[src/hdl/tx_power_cfg.svh]
`ifndef TX_POWER_CFG_SVH
`define TX_POWER_CFG_SVH

// ---------------------------------------------------------------
// clock and timing
// ---------------------------------------------------------------
`define TX_CLK_HZ      26'h2FAF080
`define TX_HALF_CYC    26'h17D7840
`define TX_DUTY_CYC    26'h000C350
`define TX_PING_WIN_MS 70
`define TX_PAUSE_MS    10

// ---------------------------------------------------------------
// operating window (Hz and 0.1 % units)
// ---------------------------------------------------------------
`define TX_F_MIN       18'h1ADB0
`define TX_F_MAX       18'h320C8
`define TX_F_PING      18'h2AB98
`define TX_F_STEP      18'h01388
`define TX_DUTY_HALF   9'h1F4
`define TX_DUTY_MIN    9'h014

// ---------------------------------------------------------------
// loop constants
// ---------------------------------------------------------------
`define TX_LOOP_LIMIT  16'sh4E20
`define TX_KP          1
`define TX_CE_SHIFT    7
`define TX_CUR_MAX     12'hFFF

// ---------------------------------------------------------------
// message headers
// ---------------------------------------------------------------
`define TX_HDR_SS      8'h01
`define TX_HDR_END     8'h02
`define TX_HDR_CE      8'h03

`endif

[src/hdl/tx_power_pkg.sv]
package tx_power_pkg;

	typedef enum logic [3:0]
	{
		ST_IDLE  = 4'b0001,
		ST_PING  = 4'b0010,
		ST_POWER = 4'b0100,
		ST_PAUSE = 4'b1000
	} tx_state_type;

endpackage : tx_power_pkg

[src/hdl/loop_gain.sv]
`timescale 1ns/100ps
`default_nettype none
`include "tx_power_cfg.svh"

module loop_gain
#(
	parameter int KP = `TX_KP
)
(
	// operands in mA
	input  wire logic [11:0]        i_target_ma,
	input  wire logic [11:0]        i_meas_ma,
	// clamped loop output
	output logic signed [15:0]      o_out
);

	logic signed [12:0] err;
	logic signed [31:0] prod;

	assign err  = $signed({1'b0, i_target_ma}) - $signed({1'b0, i_meas_ma});
	assign prod = 32'(err) * KP;

	// proportional only: integral and derivative terms are zero
	always_comb
	begin
		if (prod > 32'(`TX_LOOP_LIMIT))
			o_out = `TX_LOOP_LIMIT;
		else if (prod < -32'(`TX_LOOP_LIMIT))
			o_out = -`TX_LOOP_LIMIT;
		else
			o_out = prod[15:0];
	end

endmodule : loop_gain

`default_nettype wire

[src/hdl/bridge_pwm.sv]
`timescale 1ns/100ps
`default_nettype none
`include "tx_power_cfg.svh"

module bridge_pwm
#(
	parameter int ACC_W = 26,
	parameter int F_W   = 18,
	parameter int D_W   = 9
)
(
	// clock and reset
	input  wire logic               i_sys_clk,
	input  wire logic               i_sys_rst,
	// settings
	input  wire logic               i_run,
	input  wire logic [F_W-1:0]     i_freq_hz,
	input  wire logic [D_W-1:0]     i_duty,
	// bridge legs
	output logic                    o_leg_a,
	output logic                    o_leg_b
);

	logic [ACC_W-1:0] acc_r;
	logic [ACC_W-1:0] acc_nxt;
	logic [ACC_W:0]   acc_sum;
	logic [ACC_W-1:0] thr;
	logic             leg_a_nxt;
	logic             leg_b_nxt;

	// ---------------------------------------------------------------
	// phase accumulator
	// ---------------------------------------------------------------
	// modulo-clock accumulator gives 1 Hz resolution; edges jitter
	// by one clock but the mean frequency is exact
	assign acc_sum = {1'b0, acc_r} + (ACC_W+1)'(i_freq_hz);
	assign thr     = ACC_W'(i_duty) * `TX_DUTY_CYC;

	always_comb
	begin
		if (!i_run)
			acc_nxt = '0;
		else if (acc_sum >= {1'b0, `TX_CLK_HZ})
			acc_nxt = ACC_W'(acc_sum - {1'b0, `TX_CLK_HZ});
		else
			acc_nxt = acc_sum[ACC_W-1:0];
		// each leg conducts for the duty share of the whole period, starting at its own half
		leg_a_nxt = i_run && (acc_r < thr);
		leg_b_nxt = i_run && (acc_r >= `TX_HALF_CYC) && (acc_r < `TX_HALF_CYC + thr);
	end

	always_ff @(posedge i_sys_clk)
	begin
		if (i_sys_rst)
		begin
			acc_r   <= '0;
			o_leg_a <= 1'b0;
			o_leg_b <= 1'b0;
		end
		else
		begin
			acc_r   <= acc_nxt;
			o_leg_a <= leg_a_nxt;
			o_leg_b <= leg_b_nxt;
		end
	end

	// ---------------------------------------------------------------
	// checks
	// ---------------------------------------------------------------
	property p_legs_excl;
		@(posedge i_sys_clk) disable iff (i_sys_rst)
		!(o_leg_a && o_leg_b);
	endproperty
	a_legs_excl: assert property (p_legs_excl) else $error("both bridge legs on");

endmodule : bridge_pwm

`default_nettype wire

[src/hdl/inductive_tx_power_loop.sv]
// Behaviour
// - decode receiver messages, drive the power loop
// - frequency 110 to 205 kHz at 50 % duty
// - at 205 kHz duty may drop to 2 %
// - higher frequency or lower duty lowers power
// - frequency steps of 0.5 kHz or finer
// - duty steps of 0.1 % or finer
// - ping starts at 175 kHz, 50 % duty
// - no signal strength after ping: stop driving
// - retry ping at successively lower frequencies (5 kHz steps down to 110 kHz, then wraps back to 175 kHz)
// - loop controls frequency or duty cycle
// - coil current measured to 5 mA or finer
// - frequency loop: gain 1, limit 20000, 1 Hz
// - duty loop: gain 1, limit 20000, 0.1 %
`timescale 1ns/100ps
`default_nettype none
`include "tx_power_cfg.svh"

module inductive_tx_power_loop
#(
	parameter int PING_WIN_MS  = `TX_PING_WIN_MS,
	parameter int PAUSE_MS     = `TX_PAUSE_MS,
	parameter int PING_WIN_CYC = PING_WIN_MS * (`TX_CLK_HZ / 1000),
	parameter int PAUSE_CYC    = PAUSE_MS * (`TX_CLK_HZ / 1000),
	parameter int CNT_W        = 23
)
(
	// clock and reset
	input  wire logic               i_sys_clk,
	input  wire logic               i_sys_rst,
	// enable pin
	input  wire logic               i_tx_enable,
	// decoded packets from the demodulator
	input  wire logic               i_pkt_valid,
	input  wire logic [7:0]         i_pkt_header,
	input  wire logic [7:0]         i_pkt_data,
	// coil current amplitude in mA
	input  wire logic               i_cur_valid,
	input  wire logic [11:0]        i_cur_ma,
	// inverter drive
	output logic                    o_bridge_a,
	output logic                    o_bridge_b,
	// status
	output logic                    o_drive_on,
	output logic [17:0]             o_freq_hz,
	output logic [8:0]              o_duty,
	output logic                    o_ping_fail,
	output logic                    o_in_power
);

	tx_power_pkg::tx_state_type st_r;
	tx_power_pkg::tx_state_type st_nxt;

	logic              en_meta_r;
	logic              en_s_r;
	logic [17:0]       freq_r;
	logic [17:0]       freq_nxt;
	logic [8:0]        duty_r;
	logic [8:0]        duty_nxt;
	logic [17:0]       ping_r;
	logic [17:0]       ping_nxt;
	logic [CNT_W-1:0]  cnt_r;
	logic [CNT_W-1:0]  cnt_nxt;
	logic [11:0]       tgt_r;
	logic [11:0]       tgt_nxt;
	logic [11:0]       cur_r;
	logic [11:0]       cur_nxt;
	logic              pend_r;
	logic              pend_nxt;
	logic              fail_nxt;
	logic              drive_nxt;

	logic              ss_pkt;
	logic              end_pkt;
	logic              ce_pkt;
	logic              upd;
	logic signed [15:0] loop_out;
	logic [19:0]       mag;
	logic [17:0]       f_up;
	logic [17:0]       f_dn;
	logic [8:0]        d_up;
	logic [8:0]        d_dn;
	logic signed [20:0] ce_prod;
	logic signed [21:0] ce_sum;
	logic [11:0]       ce_tgt;

	// ---------------------------------------------------------------
	// enable pin synchroniser
	// ---------------------------------------------------------------
	always_ff @(posedge i_sys_clk)
	begin
		if (i_sys_rst)
		begin
			en_meta_r <= 1'b0;
			en_s_r    <= 1'b0;
		end
		else
		begin
			en_meta_r <= i_tx_enable;
			en_s_r    <= en_meta_r;
		end
	end

	// ---------------------------------------------------------------
	// message decode and loop arithmetic
	// ---------------------------------------------------------------
	assign ss_pkt  = i_pkt_valid && (i_pkt_header == `TX_HDR_SS);
	assign end_pkt = i_pkt_valid && (i_pkt_header == `TX_HDR_END);
	assign ce_pkt  = i_pkt_valid && (i_pkt_header == `TX_HDR_CE);
	assign upd     = (st_r == tx_power_pkg::ST_POWER) && en_s_r && !end_pkt
		&& !ce_pkt && pend_r && i_cur_valid;

	// control error scales the last current: target = i * (1 + e/128)
	assign ce_prod = $signed({1'b0, cur_r}) * $signed(i_pkt_data);
	assign ce_sum  = $signed({10'h000, cur_r}) + 22'(ce_prod >>> `TX_CE_SHIFT);
	assign ce_tgt  = (ce_sum < 0) ? 12'h000 :
		(ce_sum > $signed({10'h000, `TX_CUR_MAX})) ? `TX_CUR_MAX : ce_sum[11:0];

	loop_gain u_gain
	(
		.i_target_ma (tgt_r),
		.i_meas_ma   (i_cur_ma),
		.o_out       (loop_out)
	);

	// one output unit is 1 Hz or 0.1 % duty; clamps keep the window
	assign mag  = loop_out[15] ? 20'(-loop_out) : 20'(loop_out);
	assign f_up = ({2'h0, freq_r} + mag > {2'h0, `TX_F_MAX}) ? `TX_F_MAX
		: 18'({2'h0, freq_r} + mag);
	assign f_dn = ({2'h0, freq_r} < mag + {2'h0, `TX_F_MIN}) ? `TX_F_MIN
		: 18'({2'h0, freq_r} - mag);
	assign d_up = ({11'h000, duty_r} + mag > {11'h000, `TX_DUTY_HALF}) ? `TX_DUTY_HALF
		: 9'({11'h000, duty_r} + mag);
	assign d_dn = ({11'h000, duty_r} < mag + {11'h000, `TX_DUTY_MIN}) ? `TX_DUTY_MIN
		: 9'({11'h000, duty_r} - mag);

	// ---------------------------------------------------------------
	// sequencer
	// ---------------------------------------------------------------
	always_comb
	begin
		st_nxt   = st_r;
		freq_nxt = freq_r;
		duty_nxt = duty_r;
		ping_nxt = ping_r;
		cnt_nxt  = cnt_r;
		tgt_nxt  = tgt_r;
		pend_nxt = pend_r;
		fail_nxt = 1'b0;
		cur_nxt  = i_cur_valid ? i_cur_ma : cur_r;
		case (st_r)
			tx_power_pkg::ST_IDLE:
			begin
				if (en_s_r)
				begin
					st_nxt   = tx_power_pkg::ST_PING;
					freq_nxt = `TX_F_PING;
					duty_nxt = `TX_DUTY_HALF;
					ping_nxt = `TX_F_PING;
					cnt_nxt  = CNT_W'(PING_WIN_CYC - 1);
				end
			end
			tx_power_pkg::ST_PING:
			begin
				if (!en_s_r)
					st_nxt = tx_power_pkg::ST_IDLE;
				else if (ss_pkt)
				begin
					st_nxt   = tx_power_pkg::ST_POWER;
					pend_nxt = 1'b0;
					tgt_nxt  = cur_r;
				end
				else if (cnt_r == '0)
				begin
					// nothing heard: drop the power signal
					st_nxt   = tx_power_pkg::ST_PAUSE;
					fail_nxt = 1'b1;
					cnt_nxt  = CNT_W'(PAUSE_CYC - 1);
					// next attempt lower, wrapping once the bottom is passed
					if (ping_r < `TX_F_MIN + `TX_F_STEP)
						ping_nxt = `TX_F_PING;
					else
						ping_nxt = ping_r - `TX_F_STEP;
				end
				else
					cnt_nxt = cnt_r - 1'b1;
			end
			tx_power_pkg::ST_PAUSE:
			begin
				if (!en_s_r)
					st_nxt = tx_power_pkg::ST_IDLE;
				else if (cnt_r == '0)
				begin
					st_nxt   = tx_power_pkg::ST_PING;
					freq_nxt = ping_r;
					duty_nxt = `TX_DUTY_HALF;
					cnt_nxt  = CNT_W'(PING_WIN_CYC - 1);
				end
				else
					cnt_nxt = cnt_r - 1'b1;
			end
			tx_power_pkg::ST_POWER:
			begin
				if (!en_s_r || end_pkt)
					st_nxt = tx_power_pkg::ST_IDLE;
				else if (ce_pkt)
				begin
					// one update per message: a pure P term must not ramp
					tgt_nxt  = ce_tgt;
					pend_nxt = 1'b1;
				end
				else if (upd)
				begin
					pend_nxt = 1'b0;
					if (loop_out < 0)
					begin
						// less power: frequency first, duty only at the top
						if (freq_r < `TX_F_MAX)
							freq_nxt = f_up;
						else
							duty_nxt = d_dn;
					end
					else if (loop_out > 0)
					begin
						// more power: restore duty before lowering frequency
						if (duty_r < `TX_DUTY_HALF)
							duty_nxt = d_up;
						else
							freq_nxt = f_dn;
					end
				end
			end
			default:
				st_nxt = tx_power_pkg::ST_IDLE;
		endcase
		drive_nxt = (st_nxt == tx_power_pkg::ST_PING) || (st_nxt == tx_power_pkg::ST_POWER);
	end

	always_ff @(posedge i_sys_clk)
	begin
		if (i_sys_rst)
		begin
			st_r        <= tx_power_pkg::ST_IDLE;
			freq_r      <= `TX_F_PING;
			duty_r      <= `TX_DUTY_HALF;
			ping_r      <= `TX_F_PING;
			cnt_r       <= '0;
			tgt_r       <= '0;
			cur_r       <= '0;
			pend_r      <= 1'b0;
			o_ping_fail <= 1'b0;
			o_drive_on  <= 1'b0;
			o_in_power  <= 1'b0;
		end
		else
		begin
			st_r        <= st_nxt;
			freq_r      <= freq_nxt;
			duty_r      <= duty_nxt;
			ping_r      <= ping_nxt;
			cnt_r       <= cnt_nxt;
			tgt_r       <= tgt_nxt;
			cur_r       <= cur_nxt;
			pend_r      <= pend_nxt;
			o_ping_fail <= fail_nxt;
			o_drive_on  <= drive_nxt;
			o_in_power  <= (st_nxt == tx_power_pkg::ST_POWER);
		end
	end

	assign o_freq_hz = freq_r;
	assign o_duty    = duty_r;

	// ---------------------------------------------------------------
	// inverter waveform
	// ---------------------------------------------------------------
	bridge_pwm u_pwm
	(
		.i_sys_clk (i_sys_clk),
		.i_sys_rst (i_sys_rst),
		.i_run     (o_drive_on),
		.i_freq_hz (freq_r),
		.i_duty    (duty_r),
		.o_leg_a   (o_bridge_a),
		.o_leg_b   (o_bridge_b)
	);

	// ---------------------------------------------------------------
	// checks
	// ---------------------------------------------------------------
	property p_range;
		@(posedge i_sys_clk) disable iff (i_sys_rst)
		o_drive_on |-> (o_freq_hz >= `TX_F_MIN && o_freq_hz <= `TX_F_MAX
			&& o_duty >= `TX_DUTY_MIN && o_duty <= `TX_DUTY_HALF);
	endproperty
	a_range: assert property (p_range) else $error("drive outside window");

	property p_duty_at_max;
		@(posedge i_sys_clk) disable iff (i_sys_rst)
		(o_duty < `TX_DUTY_HALF) |-> (o_freq_hz == `TX_F_MAX);
	endproperty
	a_duty_at_max: assert property (p_duty_at_max) else $error("duty cut below top");

	property p_ping_start;
		@(posedge i_sys_clk) disable iff (i_sys_rst)
		(st_r == tx_power_pkg::ST_IDLE && en_s_r) |=>
			(o_drive_on && o_freq_hz == `TX_F_PING && o_duty == `TX_DUTY_HALF);
	endproperty
	a_ping_start: assert property (p_ping_start) else $error("bad first ping");

	property p_timeout;
		@(posedge i_sys_clk) disable iff (i_sys_rst)
		(st_r == tx_power_pkg::ST_PING && en_s_r && cnt_r == '0 && !ss_pkt)
			|=> (!o_drive_on && o_ping_fail) ##1 (!o_bridge_a && !o_bridge_b);
	endproperty
	a_timeout: assert property (p_timeout) else $error("ping not removed");

	property p_retry;
		@(posedge i_sys_clk) disable iff (i_sys_rst)
		(st_r == tx_power_pkg::ST_PAUSE && cnt_r == '0 && en_s_r) |=>
			(o_drive_on && (o_freq_hz < $past(o_freq_hz) || o_freq_hz == `TX_F_PING));
	endproperty
	a_retry: assert property (p_retry) else $error("retry not lower");

	property p_decode;
		@(posedge i_sys_clk) disable iff (i_sys_rst)
		(st_r == tx_power_pkg::ST_PING && en_s_r && ss_pkt) |=> (o_in_power && o_drive_on);
	endproperty
	a_decode: assert property (p_decode) else $error("strength not taken");

	property p_end;
		@(posedge i_sys_clk) disable iff (i_sys_rst)
		// legs drop one edge after drive; a held enable re-pings right after
		(st_r == tx_power_pkg::ST_POWER && end_pkt) |=> !o_drive_on ##1 (!o_bridge_a && !o_bridge_b);
	endproperty
	a_end: assert property (p_end) else $error("end not obeyed");

	property p_reduce;
		@(posedge i_sys_clk) disable iff (i_sys_rst)
		(upd && loop_out < 0 && freq_r < `TX_F_MAX) |=>
			(o_freq_hz > $past(o_freq_hz) && o_duty == $past(o_duty));
	endproperty
	a_reduce: assert property (p_reduce) else $error("reduce path wrong");

	property p_raise;
		@(posedge i_sys_clk) disable iff (i_sys_rst)
		(upd && loop_out > 0 && duty_r == `TX_DUTY_HALF) |=>
			(o_freq_hz <= $past(o_freq_hz) && o_duty == `TX_DUTY_HALF);
	endproperty
	a_raise: assert property (p_raise) else $error("raise path wrong");

	property p_loop_limit;
		@(posedge i_sys_clk) disable iff (i_sys_rst)
		upd |-> (loop_out <= `TX_LOOP_LIMIT && loop_out >= -`TX_LOOP_LIMIT);
	endproperty
	a_loop_limit: assert property (p_loop_limit) else $error("loop out of limit");

	property p_only_power;
		@(posedge i_sys_clk) disable iff (i_sys_rst)
		(st_r != tx_power_pkg::ST_POWER) |=> $stable(o_duty) || o_duty == `TX_DUTY_HALF;
	endproperty
	a_only_power: assert property (p_only_power) else $error("duty moved off loop");

	c_retry: cover property (@(posedge i_sys_clk) o_ping_fail ##1 !o_drive_on);
	c_power: cover property (@(posedge i_sys_clk) $rose(o_in_power));
	c_duty_cut: cover property (@(posedge i_sys_clk) o_in_power && o_duty < `TX_DUTY_HALF);

endmodule : inductive_tx_power_loop

`default_nettype wire

[config.mk]
export PLATFORM = sky130hd
export DESIGN_NAME = inductive_tx_power_loop
export DESIGN_NICKNAME = d
export VERILOG_FILES = /design/src/hdl/tx_power_pkg.sv /design/src/hdl/loop_gain.sv /design/src/hdl/bridge_pwm.sv /design/src/hdl/inductive_tx_power_loop.sv
export VERILOG_INCLUDE_DIRS = /design/src /design/src/hdl
export SDC_FILE = /design/constraint.sdc
export NUM_CORES = 1
export LEC_CHECK = 0
export BUFFER_PORTS_ARGS = -buffer_cell sky130_fd_sc_hd__buf_4
export CAP_MARGIN = 20
export CORE_MARGIN = 5
export CORE_UTILIZATION = 50
export CTS_CLUSTER_DIAMETER = 50
export DETAILED_ROUTE_END_ITERATION = 7
export GPL_TIMING_DRIVEN = 0
export PLACE_DENSITY = 0.67
export RECOVER_POWER = 100
export SETUP_SLACK_MARGIN = 0.2
export SLEW_MARGIN = 10
export SYNTH_ARGS = -nofsm -noshare
export SYNTH_HDL_FRONTEND = slang
export SYNTH_HIERARCHICAL = 1
export SYNTH_SLANG_ARGS = --single-unit
[constraint.sdc]
create_clock -name i_sys_clk -period 10.6 [get_ports i_sys_clk]
set_clock_uncertainty 0.15 [all_clocks]
set_input_delay 2.12 -clock i_sys_clk [delete_from_list [all_inputs] [get_ports i_sys_clk]]
set_output_delay 2.12 -clock i_sys_clk [all_outputs]
set_load 0.02 [all_outputs]
==> qor.tcl, run 1 <==
set qor(result_of_the_run) {complete, no violations}
set qor(multi_input_combinational_cell_area_um2) 15100
set qor(cts_tree) {done}
set qor(total_number_of_h_tree_levels) 4
set qor(cp_data_arrival_time_ns) 10.06
set qor(path_clk_slew_ns) 0.06
set qor(slew_violations) 0
set qor(root_buffer) {clkbuf_16}
set qor(globalRouteMet1Util) 0.348
set qor(fin_setup_tns_ns) 0
set qor(detail_route.iter0.violations) 1305
set qor(global_route.usage.met3) 0.0359
set qor(maxCapViolCount) 0
set qor(relSlewSlack) 0.197
set qor(worstHoldPathType) {register to register}
set qor(crit_start) {i_cur_ma[0]}
set qor(vias_per_std_cell) 6.03
set qor(drive_gt1_frac) 0.0650
set qor(clock_sink_count) 127
set qor(crit_cells) 26
set qor(netlist_top_cells_area) {ha_1 17%, dfxtp_1 13%, fa_1 8.8%, xnor2_1 5.0%, a21oi_1 4.7%}
set qor(clk-insertion-delay-late_ns) 0.46
set qor(drc) 0
set qor(worstReg2RegStart) {tgt_r[0]}
set qor(placedCellCount) 2972
set qor(synth.top_cells.by_count) {263 x ha_1, 222 x inv_1, 195 x nor2_1, 178 x a21oi_1, 155 x nand2_1}
set qor(timing.final.setup_violations) 0
set qor(synthFlopType) {dfxtp_1}
set qor(antenna_cells_inserted) 0
set qor(worstMarginPinSlew_ns) 1.19
set qor(p_leak_nw) 9.22
set qor(floorplan.initialDensity) 0.504
set qor(grt_first_pass_wirelength_um) 91900
set qor(fill_cells) 3665
set qor(synth_top_area_cell) {ha_1}
set qor(fin_area_um2) 20400
set qor(postSynth.asyncResetShare) 0
set qor(worst-r2r-cell-count) 26
set qor(synth_top_area_frac) 0.174
set qor(placed_cell_area_um2) 20000
set qor(synth_edf_count) 0
set qor(grt-busiest-layer) {met2}
set qor(postCtsHoldBufs) 0
set qor(fp.dieW_um) 204
set qor(routed_wire_length_per_instance_um) 18.9
set qor(worst_setup_path_end_kind) {register}
set qor(die-height_um) 204
set qor(clockBufferDepth) 2
set qor(fmax_ghz) 0.101
set qor(floorplan.core_area_um2) 37500
set qor(firstDrtPassIters) 8
set qor(grt_start_max_net_pins) 17
set qor(hpwl_um) 45700
set qor(pin_count) 65
set qor(number_of_global_route_vias_before_repair) 17600
set qor(post_synth_num_cell_types) 121
set qor(remaining_number_of_nets_flagged_by_the_antenna_check_after_routing) 0
set qor(worst-endpoint-required_ns) 10.77
set qor(number_of_antenna_violations_at_the_first_check_in_global_routing) 0
set qor(unrepaired_setup_endpoints_after_global_routing) {no}
set qor(ys_ff_latch) 127
set qor(ff2ff_setup_slack_ns) 2.14
set qor(worstSetupStartpointType) {input port}
set qor(synth_sequential_area_ratio) 0.134
set qor(netlist_instances) 2396
set qor(layoutNonFillerInstCount) 3004
set qor(final_nets) 2859
set qor(seqCellArea_um2) 2540
set qor(report.final.hold_viol_count) 0
set qor(critical_path.endpoint) {o_freq_hz[9]}
set qor(critical_path.slowest_cell) {nor3b_1}
set qor(drt_total_wl_um) 56700
set qor(cts.repair.resized) 0
set qor(finalWeightedCongestion) 0.922
set qor(numCtsBuffers) 17
set qor(grt-ovfl-total) 0
set qor(die_area_um2) 41800
set qor(io_buffer_count) 63
set qor(timing.hold.ws_ns) 0.290
set qor(critical_path.top_delay_family) {compound AO/OA/AOI/OAI gates}
set qor(yosysWarnings) 6
set qor(vias) 18100
set qor(syn_area_per_cell_um2) 7.89
set qor(grt_util_met2) 0.458
set qor(max-vdd-ir-drop_mv) 0.103
set qor(gr-usage-all-layers) 0.269
set qor(crit_path_most_repeated_cell) {clkbuf_1}
set qor(post-route-period-util) 0.932
set qor(area.growth.synth_to_final_pct) 8.03
set qor(crit_type) {input port to register}
set qor(critical_path_buffer_and_inverter_count) 6
set qor(placement_rows) 71
set qor(cts.repair_timing.setup_buffer_count) 0
set qor(layout_min_cycle_time_ns) 9.88
set qor(slowest_delay_ns) 0.72
set qor(synth_most_common_cell) {ha_1}
set qor(rr_endpoint) {o_freq_hz[9]}
set qor(worstPathMaxFanout) 10
set qor(power.density_nw_per_um2) 122
set qor(syn_area_um2) 18900
==> kinds of logic (layout without fill, tap and decap cells) <==
kind of cell,after synthesis,in the layout,share of synthesized area
multiplexers,22,22,0.0118
adder cells (fa/ha/maj),350,350,0.264
AO/OA/AOI/OAI,644,644,0.236
buffers and inverters,320,415,0.0667
flip-flops,127,127,0.134
AND/OR/NAND/NOR,773,773,0.211
XOR/XNOR,158,158,0.0760
other,2,4,0.000397
==> per-stage QoR <==
stage               setup slack [ns]   util  total power [mW]
detailed placement             0.713  0.534              1.89
floorplan                       2.09      -              1.59
finish                         0.718  0.545              2.49
global placement               0.708  0.534              1.86
CTS                             1.16  0.550              2.51
global route                   0.376  0.545              2.73
==> how the worst min path moves through the flow <==
stage | end | depth (start not counted) | slack [ns] | startpoint
after floorplan | en_s_r | 1 | 0.26 | en_meta_r
after global placement | en_s_r | 1 | 0.27 | en_meta_r
after detailed placement | en_s_r | 1 | 0.28 | en_meta_r
after CTS | en_s_r | 1 | 0.29 | en_meta_r
after global routing | en_s_r | 1 | 0.32 | en_meta_r
final | en_s_r | 1 | 0.29 | en_meta_r
==> final cells by class <==
cell class                 count  area share
tap                          511      0.0313
clock inverter                15     0.00845
sequential                   127       0.124
clock buffer                  17      0.0208
timing repair buffer          63      0.0169
buffer                        88      0.0182
multi-input combinational   1951       0.737
inverter                     232      0.0427
==> sequential cells by signal, summed over array words and instances, names as in the netlist <==
| signal | count |
|---|---|
| u_pwm/acc_r | 26 |
| pend_r | 1 |
| st_r | 4 |
| ping_r | 15 |
| o_duty | 9 |
| o_in_power | 1 |
| en_meta_r | 1 |
| o_drive_on | 1 |
| cur_r | 12 |
| o_ping_fail | 1 |
| o_freq_hz | 18 |
| u_pwm/o_leg_b | 1 |
| u_pwm/o_leg_a | 1 |
| en_s_r | 1 |
| cnt_r | 23 |
| tgt_r | 12 |
==> per-layer routing <==
metal	vias up	part of all wire
met5	-	0
met4	0	0.038
met3	125	0.051
met2	584	0.48
met1	8700	0.44
li1	8705	-
==> power breakdown <==
part           switching, mW  internal (mW)  total, mW
clock                  0.277          0.336      0.613
combinational          0.795          0.580       1.37
sequential            0.0200          0.488      0.508
total                   1.09           1.40       2.49
==> cell usage in the layout (no fill, tap or decap), types with 19 or more instances in the layout <==
cell	count
ha_1	263
inv_1	222
nor2_1	195
a21oi_1	179
nand2_1	155
dfxtp_1	127
xnor2_1	109
o21ai_0	108
clkbuf_1	104
fa_1	83
and2_1	72
nor3_1	64
a21o_1	56
nand3_1	53
xor2_1	42
nand2b_1	36
o21a_1	34
buf_4	32
a211oi_1	28
nor2b_1	27
nand4_1	27
nor4_1	24
a31oi_1	23
and3_1	23
or3_1	20
o21bai_1	20
mux2i_1	19
No activity file was read; power rests on OpenSTA's default activity.
==> inputs of run 2 (changes only) <==
- CORE_ASPECT_RATIO: unset -> 0.7
- clock period: 10.6 -> 12.04 ns (I/O delays scaled with it)
==> run 2 against run 1 <==
Die area grew 0.15%. Largest cell class unchanged. First-iteration DRC count grew 72%. Critical endpoint unchanged. Global-route usage is 1.1 points higher. Critical path type unchanged.
==> qor.tcl, run 2 (synthesized netlist as in run 1, its figures left out) <==
set qor(worstSetupStartpointType) {input port} ;# unchanged
set qor(fill_cells) 3563 ;# was 3665
set qor(floorplan.core_area_um2) 37300 ;# was 37500 um2
set qor(worstPathMaxFanout) 10 ;# unchanged
set qor(unrepaired_setup_endpoints_after_global_routing) {no} ;# unchanged
set qor(largest_register_ff_count) 26 ;# unchanged
set qor(layout_common_cells) {263 x ha_1, 222 x inv_1, 195 x nor2_1, 179 x a21oi_1, 155 x nand2_1} ;# unchanged
set qor(drt_total_wl_um) 60800 ;# was 56700 um
set qor(worstMarginPinSlew_ns) 1.21 ;# was 1.19 ns
set qor(crit_start) {i_cur_ma[2]} ;# was i_cur_ma[0]
set qor(multi_input_combinational_cell_area_um2) 15000 ;# was 15100 um2
set qor(routed_wire_length_per_instance_um) 20.4 ;# was 18.9 um
set qor(clockBufferDepth) 2 ;# unchanged
set qor(path_clk_slew_ns) 0.06 ;# about the same
set qor(ff2ff_setup_slack_ns) 2.88 ;# was 2.14 ns
set qor(layoutNonFillerInstCount) 2982 ;# was 3004
set qor(drive_gt1_frac) 0.0634 ;# was 0.0650
set qor(postCtsHoldBufs) 0 ;# unchanged
set qor(number_of_global_route_vias_before_repair) 17100 ;# was 17600
set qor(max-vdd-ir-drop_mv) 0.0866 ;# was 0.103 mV
set qor(cts.repair.resized) 0 ;# unchanged
set qor(numCtsBuffers) 17 ;# unchanged
set qor(power.density_nw_per_um2) 109 ;# was 122 nW/um2
set qor(global_route.usage.met3) 0.0738 ;# was 0.0359
set qor(fmax_ghz) 0.0916
set qor(rr_endpoint) {o_freq_hz[9]} ;# unchanged
set qor(grt-ovfl-total) 0 ;# unchanged
set qor(grt_first_pass_wirelength_um) 95500 ;# was 91900 um
set qor(finalWeightedCongestion) 0.969 ;# was 0.922
set qor(root_buffer) {clkbuf_16} ;# unchanged
set qor(final_nets) 2861 ;# was 2859
set qor(biggestRegsByFlops) {u_pwm/acc_r: 26 flops, cnt_r: 23 flops, o_freq_hz: 18 flops} ;# unchanged
set qor(fin_setup_tns_ns) 0 ;# unchanged
set qor(vias_per_std_cell) 6.15 ;# was 6.03
set qor(layout_commonest_cell) {ha_1} ;# unchanged
set qor(timing.final.setup_violations) 0 ;# unchanged
set qor(slew_violations) 0 ;# unchanged
set qor(worstHoldPathType) {register to register} ;# unchanged
set qor(firstDrtPassIters) 6 ;# was 8
set qor(crit_path_most_repeated_cell) {clkbuf_1} ;# unchanged
set qor(cts_tree) {done} ;# unchanged
set qor(antenna_cells_inserted) 0 ;# unchanged
set qor(die-height_um) 173 ;# was 204 um
set qor(report.final.hold_viol_count) 0 ;# unchanged
set qor(seqCellArea_um2) 2540 ;# unchanged
set qor(die_area_um2) 41900 ;# was 41800 um2
set qor(clk-insertion-delay-late_ns) 0.45 ;# was 0.46 ns
set qor(post-place-ws_ns) 1.70 ;# was 0.713 ns
set qor(placedCellCount) 2950 ;# was 2972
set qor(cp_data_arrival_time_ns) 11.09 ;# was 10.06 ns
set qor(total_number_of_h_tree_levels) 4 ;# unchanged
set qor(vias) 18300 ;# was 18100
set qor(worst-r2r-cell-count) 26 ;# unchanged
set qor(fp.dieW_um) 242 ;# was 204 um
set qor(detail_route.iter0.violations) 2251 ;# was 1305
set qor(floorplan.initialDensity) 0.507 ;# was 0.504
set qor(layout_min_cycle_time_ns) 10.91
set qor(grt-busiest-layer) {met1} ;# was met2
set qor(relSlewSlack) 0.183 ;# was 0.197
set qor(grt_util_met2) 0.378 ;# was 0.458
set qor(io_buffer_count) 63 ;# unchanged
set qor(placement_rows) 59 ;# was 71
set qor(p_leak_nw) 9.20 ;# was 9.22 nW
set qor(cts.repair_timing.setup_buffer_count) 0 ;# unchanged
set qor(crit_type) {input port to register} ;# unchanged
set qor(critical_path.slowest_cell) {nor3b_1} ;# unchanged
set qor(top_register) {u_pwm/acc_r} ;# unchanged
set qor(layout_setup_ws_ns) 1.13 ;# was 0.718 ns
set qor(critical_path.endpoint) {o_freq_hz[9]} ;# unchanged
set qor(timing.hold.worst.start) {en_meta_r} ;# unchanged
set qor(worstReg2RegStart) {tgt_r[0]} ;# unchanged
set qor(hold_path_stages) 1 ;# unchanged
set qor(hpwl_um) 49100 ;# was 45700 um
set qor(worst_setup_path_end_kind) {register} ;# unchanged
set qor(gr-usage-all-layers) 0.280 ;# was 0.269
set qor(pin_count) 65 ;# unchanged
set qor(number_of_antenna_violations_at_the_first_check_in_global_routing) 0 ;# unchanged
set qor(result_of_the_run) {complete, no violations} ;# unchanged
set qor(remaining_number_of_nets_flagged_by_the_antenna_check_after_routing) 0 ;# unchanged
set qor(slowest_delay_ns) 0.87 ;# was 0.72 ns
set qor(grt_start_max_net_pins) 17 ;# unchanged
set qor(post-layout-total-power_mw) 2.22 ;# was 2.49 mW
set qor(globalRouteMet1Util) 0.445 ;# was 0.348
set qor(area.growth.synth_to_final_pct) 7.62 ;# was 8.03%
set qor(worst-endpoint-required_ns) 12.21 ;# was 10.77 ns
set qor(post-route-period-util) 0.906
set qor(drc) 0 ;# unchanged
set qor(maxCapViolCount) 0 ;# unchanged
set qor(clock_sink_count) 127 ;# unchanged
## run 2: changes by cell type in the layout (fill, tap and decap cells not counted), moves of 2 or more
cell,delta
inv_8,-6
clkbuf_1,+3
clkinv_4,+2
o21ai_0,-2
o21ai_1,+2
clkinv_2,+4
## run 2: layout make-up
type | count | share of cell area
sequential | 127 | 0.125
inverter | 232 | 0.0429
timing repair buffer | 65 | 0.0172
buffer | 88 | 0.0182
clock inverter | 13 | 0.00578
multi-input combinational | 1951 | 0.739
clock buffer | 18 | 0.0216
tap | 488 | 0.0300
## run 2: routing by layer
layer  wire [um]  vias up
li1            -     8713
met1       29900     8767
met2       23400      809
met3        6840       55
met4         631        0
met5           0        -
## run 2: worst min-delay path by stage
stage / endpoint / slack [ns]
after floorplan: en_s_r / 0.26
after global placement: en_s_r / 0.27
after detailed placement: en_s_r / 0.27
after CTS: en_s_r / 0.29
after global routing: en_s_r / 0.31
final: en_s_r / 0.29
## run 2: metrics by stage
| step | hold WS (ns) | util | cell area (um2) |
|---|---|---|---|
| CTS | 0.288 | 0.552 | 20600 |
| global placement | 0.265 | 0.537 | 20000 |
| global route | 0.309 | 0.546 | 20400 |
| detailed placement | 0.274 | 0.537 | 20000 |
| floorplan | 0.264 | - | 18900 |
| finish | 0.288 | 0.546 | 20400 |
## run 2: worst max-delay path: cells and delay by family
kind / cells / cell delay (ns)
compound gates: 9 / 3.09
xor+xnor: 1 / 0.11
fa+ha+maj: 2 / 0.96
buf+inv: 7 / 2.24
simple gates: 7 / 2.25
## run 2: where the power goes
part / switching (mW) / total (mW) / internal (mW)
Sequential: 0.0179 / 0.448 / 0.430
Clock: 0.220 / 0.508 / 0.288
Combinational: 0.754 / 1.27 / 0.515
Total: 0.991 / 2.22 / 1.23
